<file path="src/sps_pkg.sv">
`default_nettype none

package sps_pkg;

  // Register addresses on the special function register port.
  localparam logic [7:0] ADDR_CONTROL = 8'hbc;
  localparam logic [7:0] ADDR_STATUS  = 8'hbd;
  localparam logic [7:0] ADDR_DATA    = 8'hbe;

  // Reset values.
  localparam logic [7:0] CONTROL_RST  = 8'h00;
  localparam logic [7:0] DATA_RST     = 8'h00;
  localparam logic [7:0] READ_ZERO    = 8'h00;

  // Control register fields.
  localparam int unsigned CTL_ENABLE  = 7;
  localparam int unsigned CTL_MASTER  = 6;
  localparam int unsigned CTL_CLOCK_POLARITY    = 5;
  localparam int unsigned CTL_CLOCK_PHASE    = 4;
  localparam int unsigned CTL_SELECT_DISABLE   = 3;
  localparam int unsigned CTL_ORDER   = 2;
  localparam int unsigned CTL_RATE_HI = 1;
  localparam int unsigned CTL_RATE_LO = 0;

  // Status register fields; bits 1 and 0 read as zero.
  localparam int unsigned STA_DONE    = 7;
  localparam int unsigned STA_WRITE_COLLISION_FLAG    = 6;
  localparam int unsigned STA_MODE_FAULT_FLAG    = 5;
  localparam int unsigned STA_OVF     = 4;
  localparam int unsigned STA_RBF     = 3;
  localparam int unsigned STA_BUSY    = 2;

  // Framing: eight bits, sixteen serial clock edges per byte in master mode.
  localparam int unsigned DATA_W      = 8;
  localparam logic [2:0]  LAST_BIT    = 3'h7;
  localparam logic [3:0]  LAST_EDGE   = 4'hf;

  // Rate divider: half period of the serial clock is 2**rate system clocks.
  localparam int unsigned RATE_W      = 2;
  localparam int unsigned DIV_CNT_W   = 4;

  typedef enum logic {
    ST_IDLE,
    ST_SHIFT
  } sps_state_t;

endpackage : sps_pkg

`default_nettype wire

</file>
<file path="src/sps_rate_gen.sv">
`timescale 1ns/100ps
`default_nettype none

module sps_rate_gen
  import sps_pkg::*;
#(
  parameter int unsigned RW = RATE_W,
  parameter int unsigned CW = DIV_CNT_W
) (
  // Clock and reset
  input  wire logic          sys_clk,
  input  wire logic          rst,
  // Control
  input  wire logic          run,
  input  wire logic [RW-1:0] rate,
  // Half period strobe
  output logic               tick
);

  logic [CW-1:0] cnt_q;
  logic [CW-1:0] half_m1;

  if (CW < (2 ** RW) - 1) begin : g_bad_width
    $error("sps_rate_gen: counter too narrow for the rate field");
  end

  function automatic logic [CW-1:0] half_minus_one(input logic [RW-1:0] r);
    logic [CW:0] one;
    one = (CW+1)'(1);
    return CW'((one << r) - one);
  endfunction : half_minus_one

  assign half_m1 = half_minus_one(rate);

  // Count restarts whenever the shifter stops, so every byte starts with a full half period.
  always_ff @(posedge sys_clk) begin
    if (rst || !run) begin
      cnt_q <= '0;
    end else if (cnt_q == half_m1) begin
      cnt_q <= '0;
    end else begin
      cnt_q <= cnt_q + CW'(1);
    end
  end

  assign tick = run && (cnt_q == half_m1);

endmodule : sps_rate_gen

`default_nettype wire

</file>
<file path="src/sps_port.sv">
`timescale 1ns/100ps
`default_nettype none

module sps_port
  import sps_pkg::*;
(
  // Clock and reset
  input  wire logic       sys_clk,
  input  wire logic       rst,
  // Register port
  input  wire logic [7:0] sfr_addr,
  input  wire logic       sfr_wr,
  input  wire logic       sfr_rd,
  input  wire logic [7:0] sfr_wdata,
  output logic      [7:0] sfr_rdata,
  // Interrupt
  input  wire logic       int_enable,
  input  wire logic       int_ack,
  output logic            irq,
  // Serial clock pin
  input  wire logic       sck_i,
  output logic            sck_o,
  output logic            sck_oe,
  // Master out pin
  input  wire logic       mosi_i,
  output logic            mosi_o,
  output logic            mosi_oe,
  // Master in pin
  input  wire logic       miso_i,
  output logic            miso_o,
  output logic            miso_oe,
  // Slave select pin
  input  wire logic       ss_n_i
);

  logic [7:0]        ctl_q;
  logic [7:0]        rxbuf_q;
  logic [7:0]        sr_q;
  logic              dout_q;
  logic              sck_lvl_q;
  logic              sck_prev_q;
  logic [3:0]        edge_q;
  logic [2:0]        bit_q;
  sps_state_t        state_q;
  logic              done_flag_q;
  logic              write_collision_flag_q;
  logic              mode_fault_flag_q;
  logic              ovf_q;
  logic              rbf_q;

  logic              enable;
  logic              master;
  logic              clock_polarity;
  logic              clock_phase;
  logic              select_disable;
  logic              lsb_first;
  logic [RATE_W-1:0] rate;
  logic              ctl_wr;
  logic              sta_wr;
  logic              dat_wr;
  logic              dat_rd;
  logic              busy;
  logic              slave_sel;
  logic              tick;
  logic              lead_ev;
  logic              trail_ev;
  logic              sample_ev;
  logic              shift_ev;
  logic              done_ev;
  logic              start_ev;
  logic              load_ev;
  logic              coll_ev;
  logic              fault_ev;
  logic              rx_in;
  logic [7:0]        sr_shifted;
  logic [7:0]        rx_byte;

  // Output bit of the shifter for the selected order.
  function automatic logic out_bit(input logic [7:0] d, input logic lsb);
    return lsb ? d[0] : d[DATA_W-1];
  endfunction : out_bit

  // Shift one received bit in at the end opposite the outgoing bit.
  function automatic logic [7:0] shift_in(input logic [7:0] d, input logic b, input logic lsb);
    return lsb ? {b, d[DATA_W-1:1]} : {d[DATA_W-2:0], b};
  endfunction : shift_in

  assign enable    = ctl_q[CTL_ENABLE];
  assign master    = ctl_q[CTL_MASTER];
  assign clock_polarity      = ctl_q[CTL_CLOCK_POLARITY];
  assign clock_phase      = ctl_q[CTL_CLOCK_PHASE];
  assign select_disable     = ctl_q[CTL_SELECT_DISABLE];
  assign lsb_first = ctl_q[CTL_ORDER];
  assign rate      = ctl_q[CTL_RATE_HI:CTL_RATE_LO];

  assign ctl_wr = sfr_wr && (sfr_addr == ADDR_CONTROL);
  assign sta_wr = sfr_wr && (sfr_addr == ADDR_STATUS);
  assign dat_wr = sfr_wr && (sfr_addr == ADDR_DATA);
  assign dat_rd = sfr_rd && (sfr_addr == ADDR_DATA);

  // Slave selection: the pin counts only while select disable is clear.
  assign slave_sel = enable && !master && (select_disable || !ss_n_i);

  // Busy: the running byte in master mode, the selection in slave mode.
  assign busy = master ? (state_q == ST_SHIFT) : slave_sel;

  // A mode fault needs the pin; with select disable set the pin has no effect.
  assign fault_ev = enable && master && !select_disable && !ss_n_i;

  assign coll_ev  = dat_wr && busy;
  assign load_ev  = dat_wr && !busy;
  assign start_ev = load_ev && enable && master && !fault_ev;

  // Master timing comes from the divider; the rate field plays no part in slave mode.
  sps_rate_gen #(
    .RW (RATE_W),
    .CW (DIV_CNT_W)
  ) u_rate (
    .sys_clk (sys_clk),
    .rst     (rst),
    .run     (master && (state_q == ST_SHIFT)),
    .rate    (rate),
    .tick    (tick)
  );

  // Edge classification. In slave mode the pin is sampled directly, which
  // is why the remote clock must stay at or below a quarter of sys_clk.
  always_comb begin
    if (master) begin
      lead_ev  = tick && !edge_q[0];
      trail_ev = tick && edge_q[0];
    end else begin
      lead_ev  = slave_sel && (sck_i != clock_polarity) && (sck_prev_q == clock_polarity);
      trail_ev = slave_sel && (sck_i == clock_polarity) && (sck_prev_q != clock_polarity);
    end
  end

  assign sample_ev = clock_phase ? trail_ev : lead_ev;
  assign shift_ev  = clock_phase ? lead_ev : trail_ev;

  // Master ends after the sixteenth edge; slave ends on its eighth sample edge.
  assign done_ev = master ? (tick && (edge_q == LAST_EDGE))
                          : (sample_ev && (bit_q == LAST_BIT));

  assign rx_in      = master ? miso_i : mosi_i;
  assign sr_shifted = shift_in(sr_q, rx_in, lsb_first);
  assign rx_byte    = sample_ev ? sr_shifted : sr_q;

  // Control register; a mode fault overrides a same-cycle software write.
  always_ff @(posedge sys_clk) begin
    if (rst) begin
      ctl_q <= CONTROL_RST;
    end else begin
      if (ctl_wr) begin
        ctl_q <= sfr_wdata;
      end
      if (fault_ev) begin
        ctl_q[CTL_ENABLE] <= 1'b0;
        ctl_q[CTL_MASTER] <= 1'b0;
      end
    end
  end

  // Master sequencer; leaving master mode or disabling the port aborts the byte.
  always_ff @(posedge sys_clk) begin
    if (rst) begin
      state_q <= ST_IDLE;
    end else begin
      case (state_q)
        ST_IDLE: begin
          if (start_ev) begin
            state_q <= ST_SHIFT;
          end
        end
        ST_SHIFT: begin
          if (!enable || !master || done_ev) begin
            state_q <= ST_IDLE;
          end
        end
        default: begin
          state_q <= ST_IDLE;
        end
      endcase
    end
  end

  // Master edge counter.
  always_ff @(posedge sys_clk) begin
    if (rst || state_q == ST_IDLE) begin
      edge_q <= '0;
    end else if (tick) begin
      edge_q <= edge_q + 4'h1;
    end
  end

  // Sample counter; dropping the selection discards a partial slave byte.
  always_ff @(posedge sys_clk) begin
    if (rst || !enable || (!master && !slave_sel) || start_ev) begin
      bit_q <= '0;
    end else if (sample_ev) begin
      bit_q <= bit_q + 3'h1;
    end
  end

  // Generated serial clock rests at the polarity level outside a byte.
  always_ff @(posedge sys_clk) begin
    if (rst) begin
      sck_lvl_q <= 1'b0;
    end else if (state_q != ST_SHIFT || !enable) begin
      sck_lvl_q <= clock_polarity;
    end else if (tick) begin
      sck_lvl_q <= !sck_lvl_q;
    end
  end

  always_ff @(posedge sys_clk) begin
    if (rst) begin
      sck_prev_q <= 1'b0;
    end else begin
      sck_prev_q <= sck_i;
    end
  end

  // Shift register: loaded by a data write while not busy, shifted on sample edges.
  always_ff @(posedge sys_clk) begin
    if (rst) begin
      sr_q <= DATA_RST;
    end else if (load_ev) begin
      sr_q <= sfr_wdata;
    end else if (enable && sample_ev) begin
      sr_q <= sr_shifted;
    end
  end

  // Outgoing bit; the first bit is presented at load so phase zero can sample it.
  always_ff @(posedge sys_clk) begin
    if (rst) begin
      dout_q <= 1'b0;
    end else if (load_ev) begin
      dout_q <= out_bit(sfr_wdata, lsb_first);
    end else if (enable && shift_ev) begin
      dout_q <= out_bit(sr_q, lsb_first);
    end
  end

  // Receive buffer keeps the old byte while full.
  always_ff @(posedge sys_clk) begin
    if (rst) begin
      rxbuf_q <= DATA_RST;
    end else if (done_ev && !rbf_q) begin
      rxbuf_q <= rx_byte;
    end
  end

  // Flags: a hardware set in the same cycle as a clear wins.
  always_ff @(posedge sys_clk) begin
    if (rst) begin
      done_flag_q <= 1'b0;
    end else if (done_ev) begin
      done_flag_q <= 1'b1;
    end else if (int_ack || (sta_wr && !sfr_wdata[STA_DONE])) begin
      done_flag_q <= 1'b0;
    end
  end

  always_ff @(posedge sys_clk) begin
    if (rst) begin
      write_collision_flag_q <= 1'b0;
    end else if (coll_ev) begin
      write_collision_flag_q <= 1'b1;
    end else if (load_ev || (sta_wr && !sfr_wdata[STA_WRITE_COLLISION_FLAG])) begin
      write_collision_flag_q <= 1'b0;
    end
  end

  always_ff @(posedge sys_clk) begin
    if (rst) begin
      mode_fault_flag_q <= 1'b0;
    end else if (fault_ev) begin
      mode_fault_flag_q <= 1'b1;
    end else if (sta_wr && !sfr_wdata[STA_MODE_FAULT_FLAG]) begin
      mode_fault_flag_q <= 1'b0;
    end
  end

  always_ff @(posedge sys_clk) begin
    if (rst) begin
      rbf_q <= 1'b0;
    end else if (done_ev) begin
      rbf_q <= 1'b1;
    end else if (dat_rd || (sta_wr && !sfr_wdata[STA_RBF])) begin
      rbf_q <= 1'b0;
    end
  end

  always_ff @(posedge sys_clk) begin
    if (rst) begin
      ovf_q <= 1'b0;
    end else if (done_ev && rbf_q) begin
      ovf_q <= 1'b1;
    end else if (dat_rd || (sta_wr && !sfr_wdata[STA_OVF])) begin
      ovf_q <= 1'b0;
    end
  end

  // Read data is registered: it appears the cycle after the read strobe.
  always_ff @(posedge sys_clk) begin
    if (rst) begin
      sfr_rdata <= READ_ZERO;
    end else if (sfr_rd) begin
      case (sfr_addr)
        ADDR_CONTROL: begin
          sfr_rdata <= ctl_q;
        end
        ADDR_STATUS: begin
          sfr_rdata <= {done_flag_q, write_collision_flag_q, mode_fault_flag_q, ovf_q, rbf_q, busy, 2'h0};
        end
        ADDR_DATA: begin
          sfr_rdata <= rxbuf_q;
        end
        default: begin
          sfr_rdata <= READ_ZERO;
        end
      endcase
    end
  end

  assign irq = int_enable && (done_flag_q || write_collision_flag_q || mode_fault_flag_q);

  // Pin drive: master owns clock and MOSI, a selected slave owns MISO.
  assign sck_o   = sck_lvl_q;
  assign sck_oe  = enable && master;
  assign mosi_o  = dout_q;
  assign mosi_oe = enable && master;
  assign miso_o  = dout_q;
  assign miso_oe = slave_sel;

endmodule : sps_port

`default_nettype wire

</file>
<file path="config.mk">
export PLATFORM = sky130hd
export DESIGN_NAME = sps_port
export DESIGN_NICKNAME = d
export VERILOG_FILES = /design/src/sps_pkg.sv /design/src/sps_rate_gen.sv /design/src/sps_port.sv
export SDC_FILE = /design/constraint.sdc
export NUM_CORES = 1
export LEC_CHECK = 0
export ABC_AREA = 1
export BUFFER_PORTS_ARGS = -buffer_cell sky130_fd_sc_hd__buf_2
export CAP_MARGIN = 25
export CORE_ASPECT_RATIO = 2
export CORE_MARGIN = 5
export CORE_UTILIZATION = 40
export DETAILED_ROUTE_END_ITERATION = 8
export PLACE_DENSITY = 0.65
export SLEW_MARGIN = 20
export SYNTH_ARGS = -nofsm -noshare
export SYNTH_HDL_FRONTEND = slang
export SYNTH_SLANG_ARGS = --single-unit
</file>
<file path="constraint.sdc">
create_clock -name sys_clk -period 1.6 [get_ports sys_clk]
set_input_delay 0.32 -clock sys_clk [delete_from_list [all_inputs] [get_ports sys_clk]]
set_output_delay 0.32 -clock sys_clk [all_outputs]
set_load 0.01 [all_outputs]
</file>
==> impl_metrics.py, run 1 <==
metrics = {
    "run": {
        "max-cap-violations": 0,
    },
    "clock_tree": {
        "cts_tree": "built",
        "cts_buffers": 5,
        "clockRootBuffer": "clkbuf_16",
        "cts_hold_buf": 0,
        "path_clk_slew_ns": 0.06,
        "clockBufferDepth": 2,
        "clock_sinks": 52,
        "h-tree-depth": 2,
        "insertion_delay_ns": 0.29,
    },
    "timing": {
        "maxSlewViolCount": 0,
        "fin_ws_ns": -0.149,
        "skew_ns": 0.00556,
        "fin_crit_ns": 1.75,
        "hold_violations": 0,
        "rsz0062_at_grt": "true",
        "finalSetupViolCount": 23,
        "fmaxAchievable_mhz": 572,
        "slew_headroom": 0.726,
        "tightestPinTransition_ns": 0.411,
        "period_share": 1.09,
    },
    "synth": {
        "synth_area_leaders": "dfxtp_1 37%, nand2_1 11%, inv_1 6.9%",
        "ys.flop_type": "dfxtp_1",
        "synth_top_area_share": 0.367,
        "synth_cell_type_count": 39,
        "synth-compound-area-share": 0.179,
        "synth_cells": 410,
        "synth-xor-area-share": 0.0154,
        "synth_top_family_by_area": "simple AND/OR/NAND/NOR gates",
        "netlist_area_um2": 2840,
        "muxShareOfSynthArea": 0.00353,
        "synth-edff-count": 0,
        "synth_area_per_cell_um2": 6.92,
        "syn_nets": 440,
        "synthSimpleGateAreaFrac": 0.307,
        "synthArstFlopShare": 0,
        "synth-seq-cells": 52,
        "yosysSeqAreaShare": 0.367,
        "synth_warnings": 0,
        "yosys.area.top_type": "dfxtp_1",
        "yosys.area_share.adder": 0.0176,
    },
    "place": {
        "post_dp_cell_area_um2": 3380,
        "dp_slack_ns": -0.188,
        "dp_cells": 564,
        "post-dp-hpwl_mm": 6.24,
        "gp_congestion": 0.944,
        "portBuffers": 40,
    },
    "setup_path": {
        "cp_cell_sequence": "o21bai_1 -> nand2_2 -> nor2_4 -> nand4_4 -> nand3_4 -> nand2_4 -> buf_4 -> nand2_1 -> o21ai_1 -> nor2_1 -> nor2_1",
        "crit_slowest_cell": "dfxtp_2",
        "worstPathMaxFanout": 5,
        "end_kind": "flip-flop",
        "cp.required_ns": 1.79,
        "path_buf_inv": 1,
        "crit_path_max_incr_delay_ns": 0.35,
        "critical-path-top-delay-family": "simple AND/OR/NAND/NOR gates",
        "crit_type": "flip-flop to flip-flop",
        "critPathArrivalTime_ns": 1.94,
        "crit_top_cell": "nor2_1",
        "cp-start-kind": "flip-flop",
    },
    "route": {
        "drt-total-wl_mm": 8.03,
        "wl_per_cell_um": 14.0,
        "via_per_inst": 5.05,
        "vias": 2892,
        "ant_nets": 0,
        "drc_errors": 0,
        "dr.pass1.iters": 4,
        "initialDrtViolationCount": 172,
    },
    "grt": {
        "grt_pass1_wl_mm": 12.8,
        "grt_usage": 0.180,
        "grt_max_degree": 20,
        "antenna_found_initial": 0,
        "gr-total-overflow": 0,
        "grt_pass1_vias": 2817,
    },
    "power": {
        "p_sw_uw": 524,
        "pwr-share-seq": 0.533,
        "comb_power_share": 0.048,
        "swShare": 0.215,
        "p_leak_nw": 1.64,
        "powerDensity_nw_per_um2": 661,
        "ir_worst_vdd_uv": 654,
        "pwr-share-clk": 0.419,
        "p_int_mw": 1.91,
    },
    "layout": {
        "post_route_cells_drive_above_1_share": 0.302,
        "area.growth.synth_to_final_pct": 29.7,
        "nets": 513,
        "final_cells": 573,
        "postLayoutCoreUtil": 0.531,
        "diodes": 0,
        "stdcell_area_um2": 3680,
    },
    "status": {
        "status": "finished, violations left",
        "violations": "setup timing",
    },
    "floorplanning": {
        "die_area_um2": 8980,
        "core_um2": 6940,
        "core.rowCount": 43,
        "die_w_um": 69.6,
        "initial_utilization": 0.409,
        "ios": 41,
        "die_h_um": 129,
    },
    "hold_path": {
        "hold_class": "input port to flip-flop",
    },
}
[worst reg2reg max path, cell delays in order (launching register included)]
cell      delay (ns)
dfxtp_2         0.35
o21bai_1        0.18
nand2_2         0.08
nor2_4          0.25
nand4_4         0.16
nand3_4         0.11
nand2_4         0.09
buf_4           0.16
nand2_1         0.05
o21ai_1         0.06
nor2_1          0.12
nor2_1          0.05
[cell usage after synthesis, types with 2 or more instances]
master    instances
nand2_1          86
dfxtp_1          52
inv_1            52
nor2_1           39
a21oi_1          36
o21ai_0          36
nand3_1          17
o21ai_1           8
clkbuf_1          7
nand2_2           7
buf_2             6
nand4_1           6
o22ai_1           6
buf_4             4
ha_1              4
nand3_2           4
inv_2             3
nand2_4           3
nor2_2            3
nor3_1            3
xor2_1            3
a31oi_1           2
buf_6             2
nand4_2           2
nor3b_1           2
o211ai_1          2
o221ai_1          2
xnor2_1           2
[timing repair]
item,in CTS,in global routing
buffers inserted,1,0
pin swaps,5,5
cloned,1,0
resized for setup,18,19
setup endpoints to repair,23,28
[per-layer routing]
layer | track usage | routed length, µm | vias to the layer above
met4 | 0.113 | 374 | 0
met3 | 0.0287 | 287 | 26
met1 | 0.168 | 2790 | 1327
met2 | 0.354 | 4580 | 71
met5 | 0 | 0 | -
li1 | - | - | 1468
[sequential cells by signal, indices dropped and copies added, names as in the netlist, 3 cells and up]
name / flops
bit_q: 3
ctl_q: 8
edge_q: 4
rxbuf_q: 8
sfr_rdata: 8
sr_q: 8
u_rate.cnt_q: 4
[layout make-up]
class / count / area (µm²)
multi-input cells: 285 / 1640
clock inverters: 1 / 5.00
inverters: 55 / 214
well taps: 90 / 113
clock buffers: 6 / 129
flip-flops and latches: 52 / 1050
repair buffers: 84 / 534
fillers: 690 / 3260
[path summary, 6_finish.rpt]
kind                                     end    startpoint  slack [ns]  depth (start not counted)
worst max register to register    rxbuf_q[0]      ctl_q[1]       -0.15                         11
worst min-delay path              sck_prev_q         sck_i        0.27                          3
worst min register to register  sfr_rdata[5]  sfr_rdata[5]        0.46                          2
worst max-delay path              rxbuf_q[0]      ctl_q[1]       -0.15                         11
[cell families (layout without fill, tap and decap cells)]
logic type | count (synthesis) | after routing
AND/OR/NAND/NOR | 179 | 180
AO/OA/AOI/OAI | 95 | 95
buffers and inverters | 74 | 146
flip-flops | 52 | 52
XOR/XNOR | 5 | 5
adder cells (fa/ha/maj) | 4 | 4
multiplexers | 1 | 1
[through the flow]
step | power [mW] | TNS, ns | hold WS [ns]
2_1_floorplan | 1.37 | -0.00733 | 0.427
3_3_place_gp | 1.44 | -2.84 | 0.455
3_5_place_dp | 1.44 | -3.42 | 0.453
4_1_cts | 2.46 | -1.78 | 0.258
5_1_grt | 2.51 | -4.62 | 0.305
6_report | 2.43 | -2.34 | 0.268
[cell usage in the layout (no fill, tap or decap), types with 6 or more instances in the layout]
master / instances
nand2_1: 84
inv_1: 51
dfxtp_1: 48
buf_4: 43
buf_2: 40
nor2_1: 35
o21ai_0: 34
a21oi_1: 27
nand3_1: 13
a21oi_2: 9
nand2_2: 8
o21ai_1: 8
nor2_2: 6
nand4_1: 6
o22ai_1: 6
[power by group through the flow]
| stage | registers [mW] | logic [mW] | clock network [mW] |
|---|---|---|---|
| after global placement | 1.33 | 0.112 | 0 |
| after global routing | 1.30 | 0.128 | 1.08 |
| after floorplan | 1.33 | 0.0445 | 0 |
| after CTS | 1.30 | 0.114 | 1.05 |
| final | 1.30 | 0.116 | 1.02 |
| after detailed placement | 1.33 | 0.112 | 0 |
Note: power is estimated with default switching activity, not from simulation.
==> run 2: changes to the inputs <==
Settings changed: PLACE_DENSITY 0.65 to 0.63.
Clock period 1.6 ns to 2.17 ns, I/O delays scaled along.
==> run 2 against run 1 <==
  * The run now ends clean
  * Combinational power down 35%
  * Sequential share of layout area grew 3.2 points
  * Core utilization shrank 5.6 points
  * Die area unchanged
  * Clock power is 21% lower
  * Sequential power down 26%
  * Worst setup slack improved by 0.45 ns
  * Maximum frequency fell by 6.2%
  * Worst hold slack gained 0.10 ns
  * Sequential cell count unchanged
  * Wire length is 4.6% lower
  * Cell count down 5.6%
  * Critical endpoint is now rxbuf_q[7]
  * Largest power group unchanged
==> impl_metrics.py, run 2 (synthesis results as in run 1) <==
metrics = {
    "status": {
        "status": "finished clean",
    },
    "place": {
        "post-dp-hpwl_mm": 6.03,
        "gp_congestion": 0.868,
        "portBuffers": 40,
        "dp_cells": 533,
    },
    "hold_path": {
        "hold_class": "input port to flip-flop",
        "hp-start": "sck_i",
        "whs_endpoint": "sck_prev_q",
        "whs_path_depth": 3,
    },
    "floorplanning": {
        "die_w_um": 69.6,
        "core.rowCount": 43,
        "initial_utilization": 0.409,
        "die_area_um2": 8980,
        "ios": 41,
        "core_um2": 6940,
        "die_h_um": 129,
    },
    "setup_path": {
        "cp.required_ns": 2.36,
        "r2r_slack_ns": 0.31,
        "critPathArrivalTime_ns": 2.05,
        "cp-start-kind": "flip-flop",
        "reg2regPathDepth": 12,
        "r2r_end": "rxbuf_q[7]",
        "end_kind": "flip-flop",
        "crit_type": "flip-flop to flip-flop",
        "worstPathMaxFanout": 12,
        "timing.rr.start": "ctl_q[1]",
    },
    "clock_tree": {
        "post_cts_buffers": 0,
        "cts_buffers": 5,
        "cts_hold_buf": 0,
        "h-tree-depth": 2,
        "clockBufferDepth": 2,
        "clockRootBuffer": "clkbuf_16",
        "cts_resized": 0,
        "insertion_delay_ns": 0.29,
        "cts_tree": "built",
        "clock_sinks": 52,
        "path_clk_slew_ns": 0.06,
    },
    "route": {
        "vias": 2769,
        "drt-total-wl_mm": 7.66,
        "dr.pass1.iters": 4,
        "ant_nets": 0,
        "drc_errors": 0,
        "initialDrtViolationCount": 104,
        "via_per_inst": 5.12,
        "wl_per_cell_um": 14.2,
    },
    "layout": {
        "diodes": 0,
        "postLayoutCoreUtil": 0.474,
        "final_cells": 541,
        "fillers": 740,
        "final_cell_mix": "86 x nand2_1, 52 x inv_1, 52 x dfxtp_1",
        "area.growth.synth_to_final_pct": 16.0,
        "nets": 480,
        "post_route_cells_drive_above_1_share": 0.191,
        "layout_commonest_cell": "nand2_1",
    },
    "power": {
        "p_leak_nw": 1.51,
        "powerDensity_nw_per_um2": 559,
        "ir_worst_vdd_uv": 358,
    },
    "grt": {
        "grt_pass1_wl_mm": 12.5,
        "grt_max_degree": 20,
        "grt_usage": 0.177,
        "grt_pass1_vias": 2738,
        "gr-total-overflow": 0,
        "antenna_found_initial": 0,
    },
    "timing": {
        "slew_headroom": 0.587,
        "fin_setup_tns_ns": 0,
        "rsz0062_at_grt": "false",
        "tightestPinTransition_ns": 0.619,
        "finalSetupViolCount": 0,
        "fmaxAchievable_mhz": 536,
        "fin_crit_ns": 1.86,
        "hold_violations": 0,
        "skew_ns": 0.00358,
        "maxSlewViolCount": 0,
        "period_share": 0.859,
    },
    "run": {
        "max-cap-violations": 0,
    },
}
==> run 2: worst max path at each step <==
stage	from	endpoint	cells after the start
after floorplan	ss_n_i	rxbuf_q[1]	11
after detailed placement	ss_n_i	rxbuf_q[7]	12
after CTS	ctl_q[1]	rxbuf_q[7]	12
final	ctl_q[1]	rxbuf_q[7]	12
after global routing	u_rate.cnt_q[0]	rxbuf_q[3]	11
after global placement	ss_n_i	rxbuf_q[7]	12
==> run 2: layer usage <==
layer,share of wire,routed length [µm],global-route usage
met1,0.36,2760,0.167
met2,0.56,4260,0.346
met3,0.037,280,0.0295
met4,0.048,366,0.108
met5,0,0,0
==> run 2: per-stage QoR <==
stage,instance area [µm²],power (mW),setup slack (ns),hold WS (ns)
global placement,3150,1.05,0.261,0.455
global route,3290,1.90,0.135,0.375
finish,3290,1.84,0.305,0.373
CTS,3290,1.86,0.306,0.365
detailed placement,3150,1.05,0.225,0.453
floorplan,2840,1.01,0.449,0.448
==> run 2: worst max-delay path, cell delays in order, from the launching register on <==
cell and delay, ns:
dfxtp_1 0.42, inv_2 0.08, nand3_2 0.08, nand2_2 0.06, nor2_4 0.17, nand4_2 0.15, nand3_2 0.12, nand2_2 0.15
buf_4 0.22, nand2_1 0.06, o21ai_1 0.05, nor2_1 0.13, nor2_2 0.05
==> run 2: where the power goes <==
group	internal [mW]	total [mW]	switching [mW]
Sequential	0.956	0.957	0.00103
Combinational	0.0273	0.0751	0.0478
Clock	0.461	0.808	0.347
Total	1.44	1.84	0.396
==> run 2: area by class of cell <==
class,instances,area (µm²),area share
inverters,55,206,0.0627
flip-flops and latches,52,1040,0.316
well taps,90,113,0.0342
multi-input cells,284,1480,0.450
repair buffers,52,303,0.0920
clock buffers,8,146,0.0445
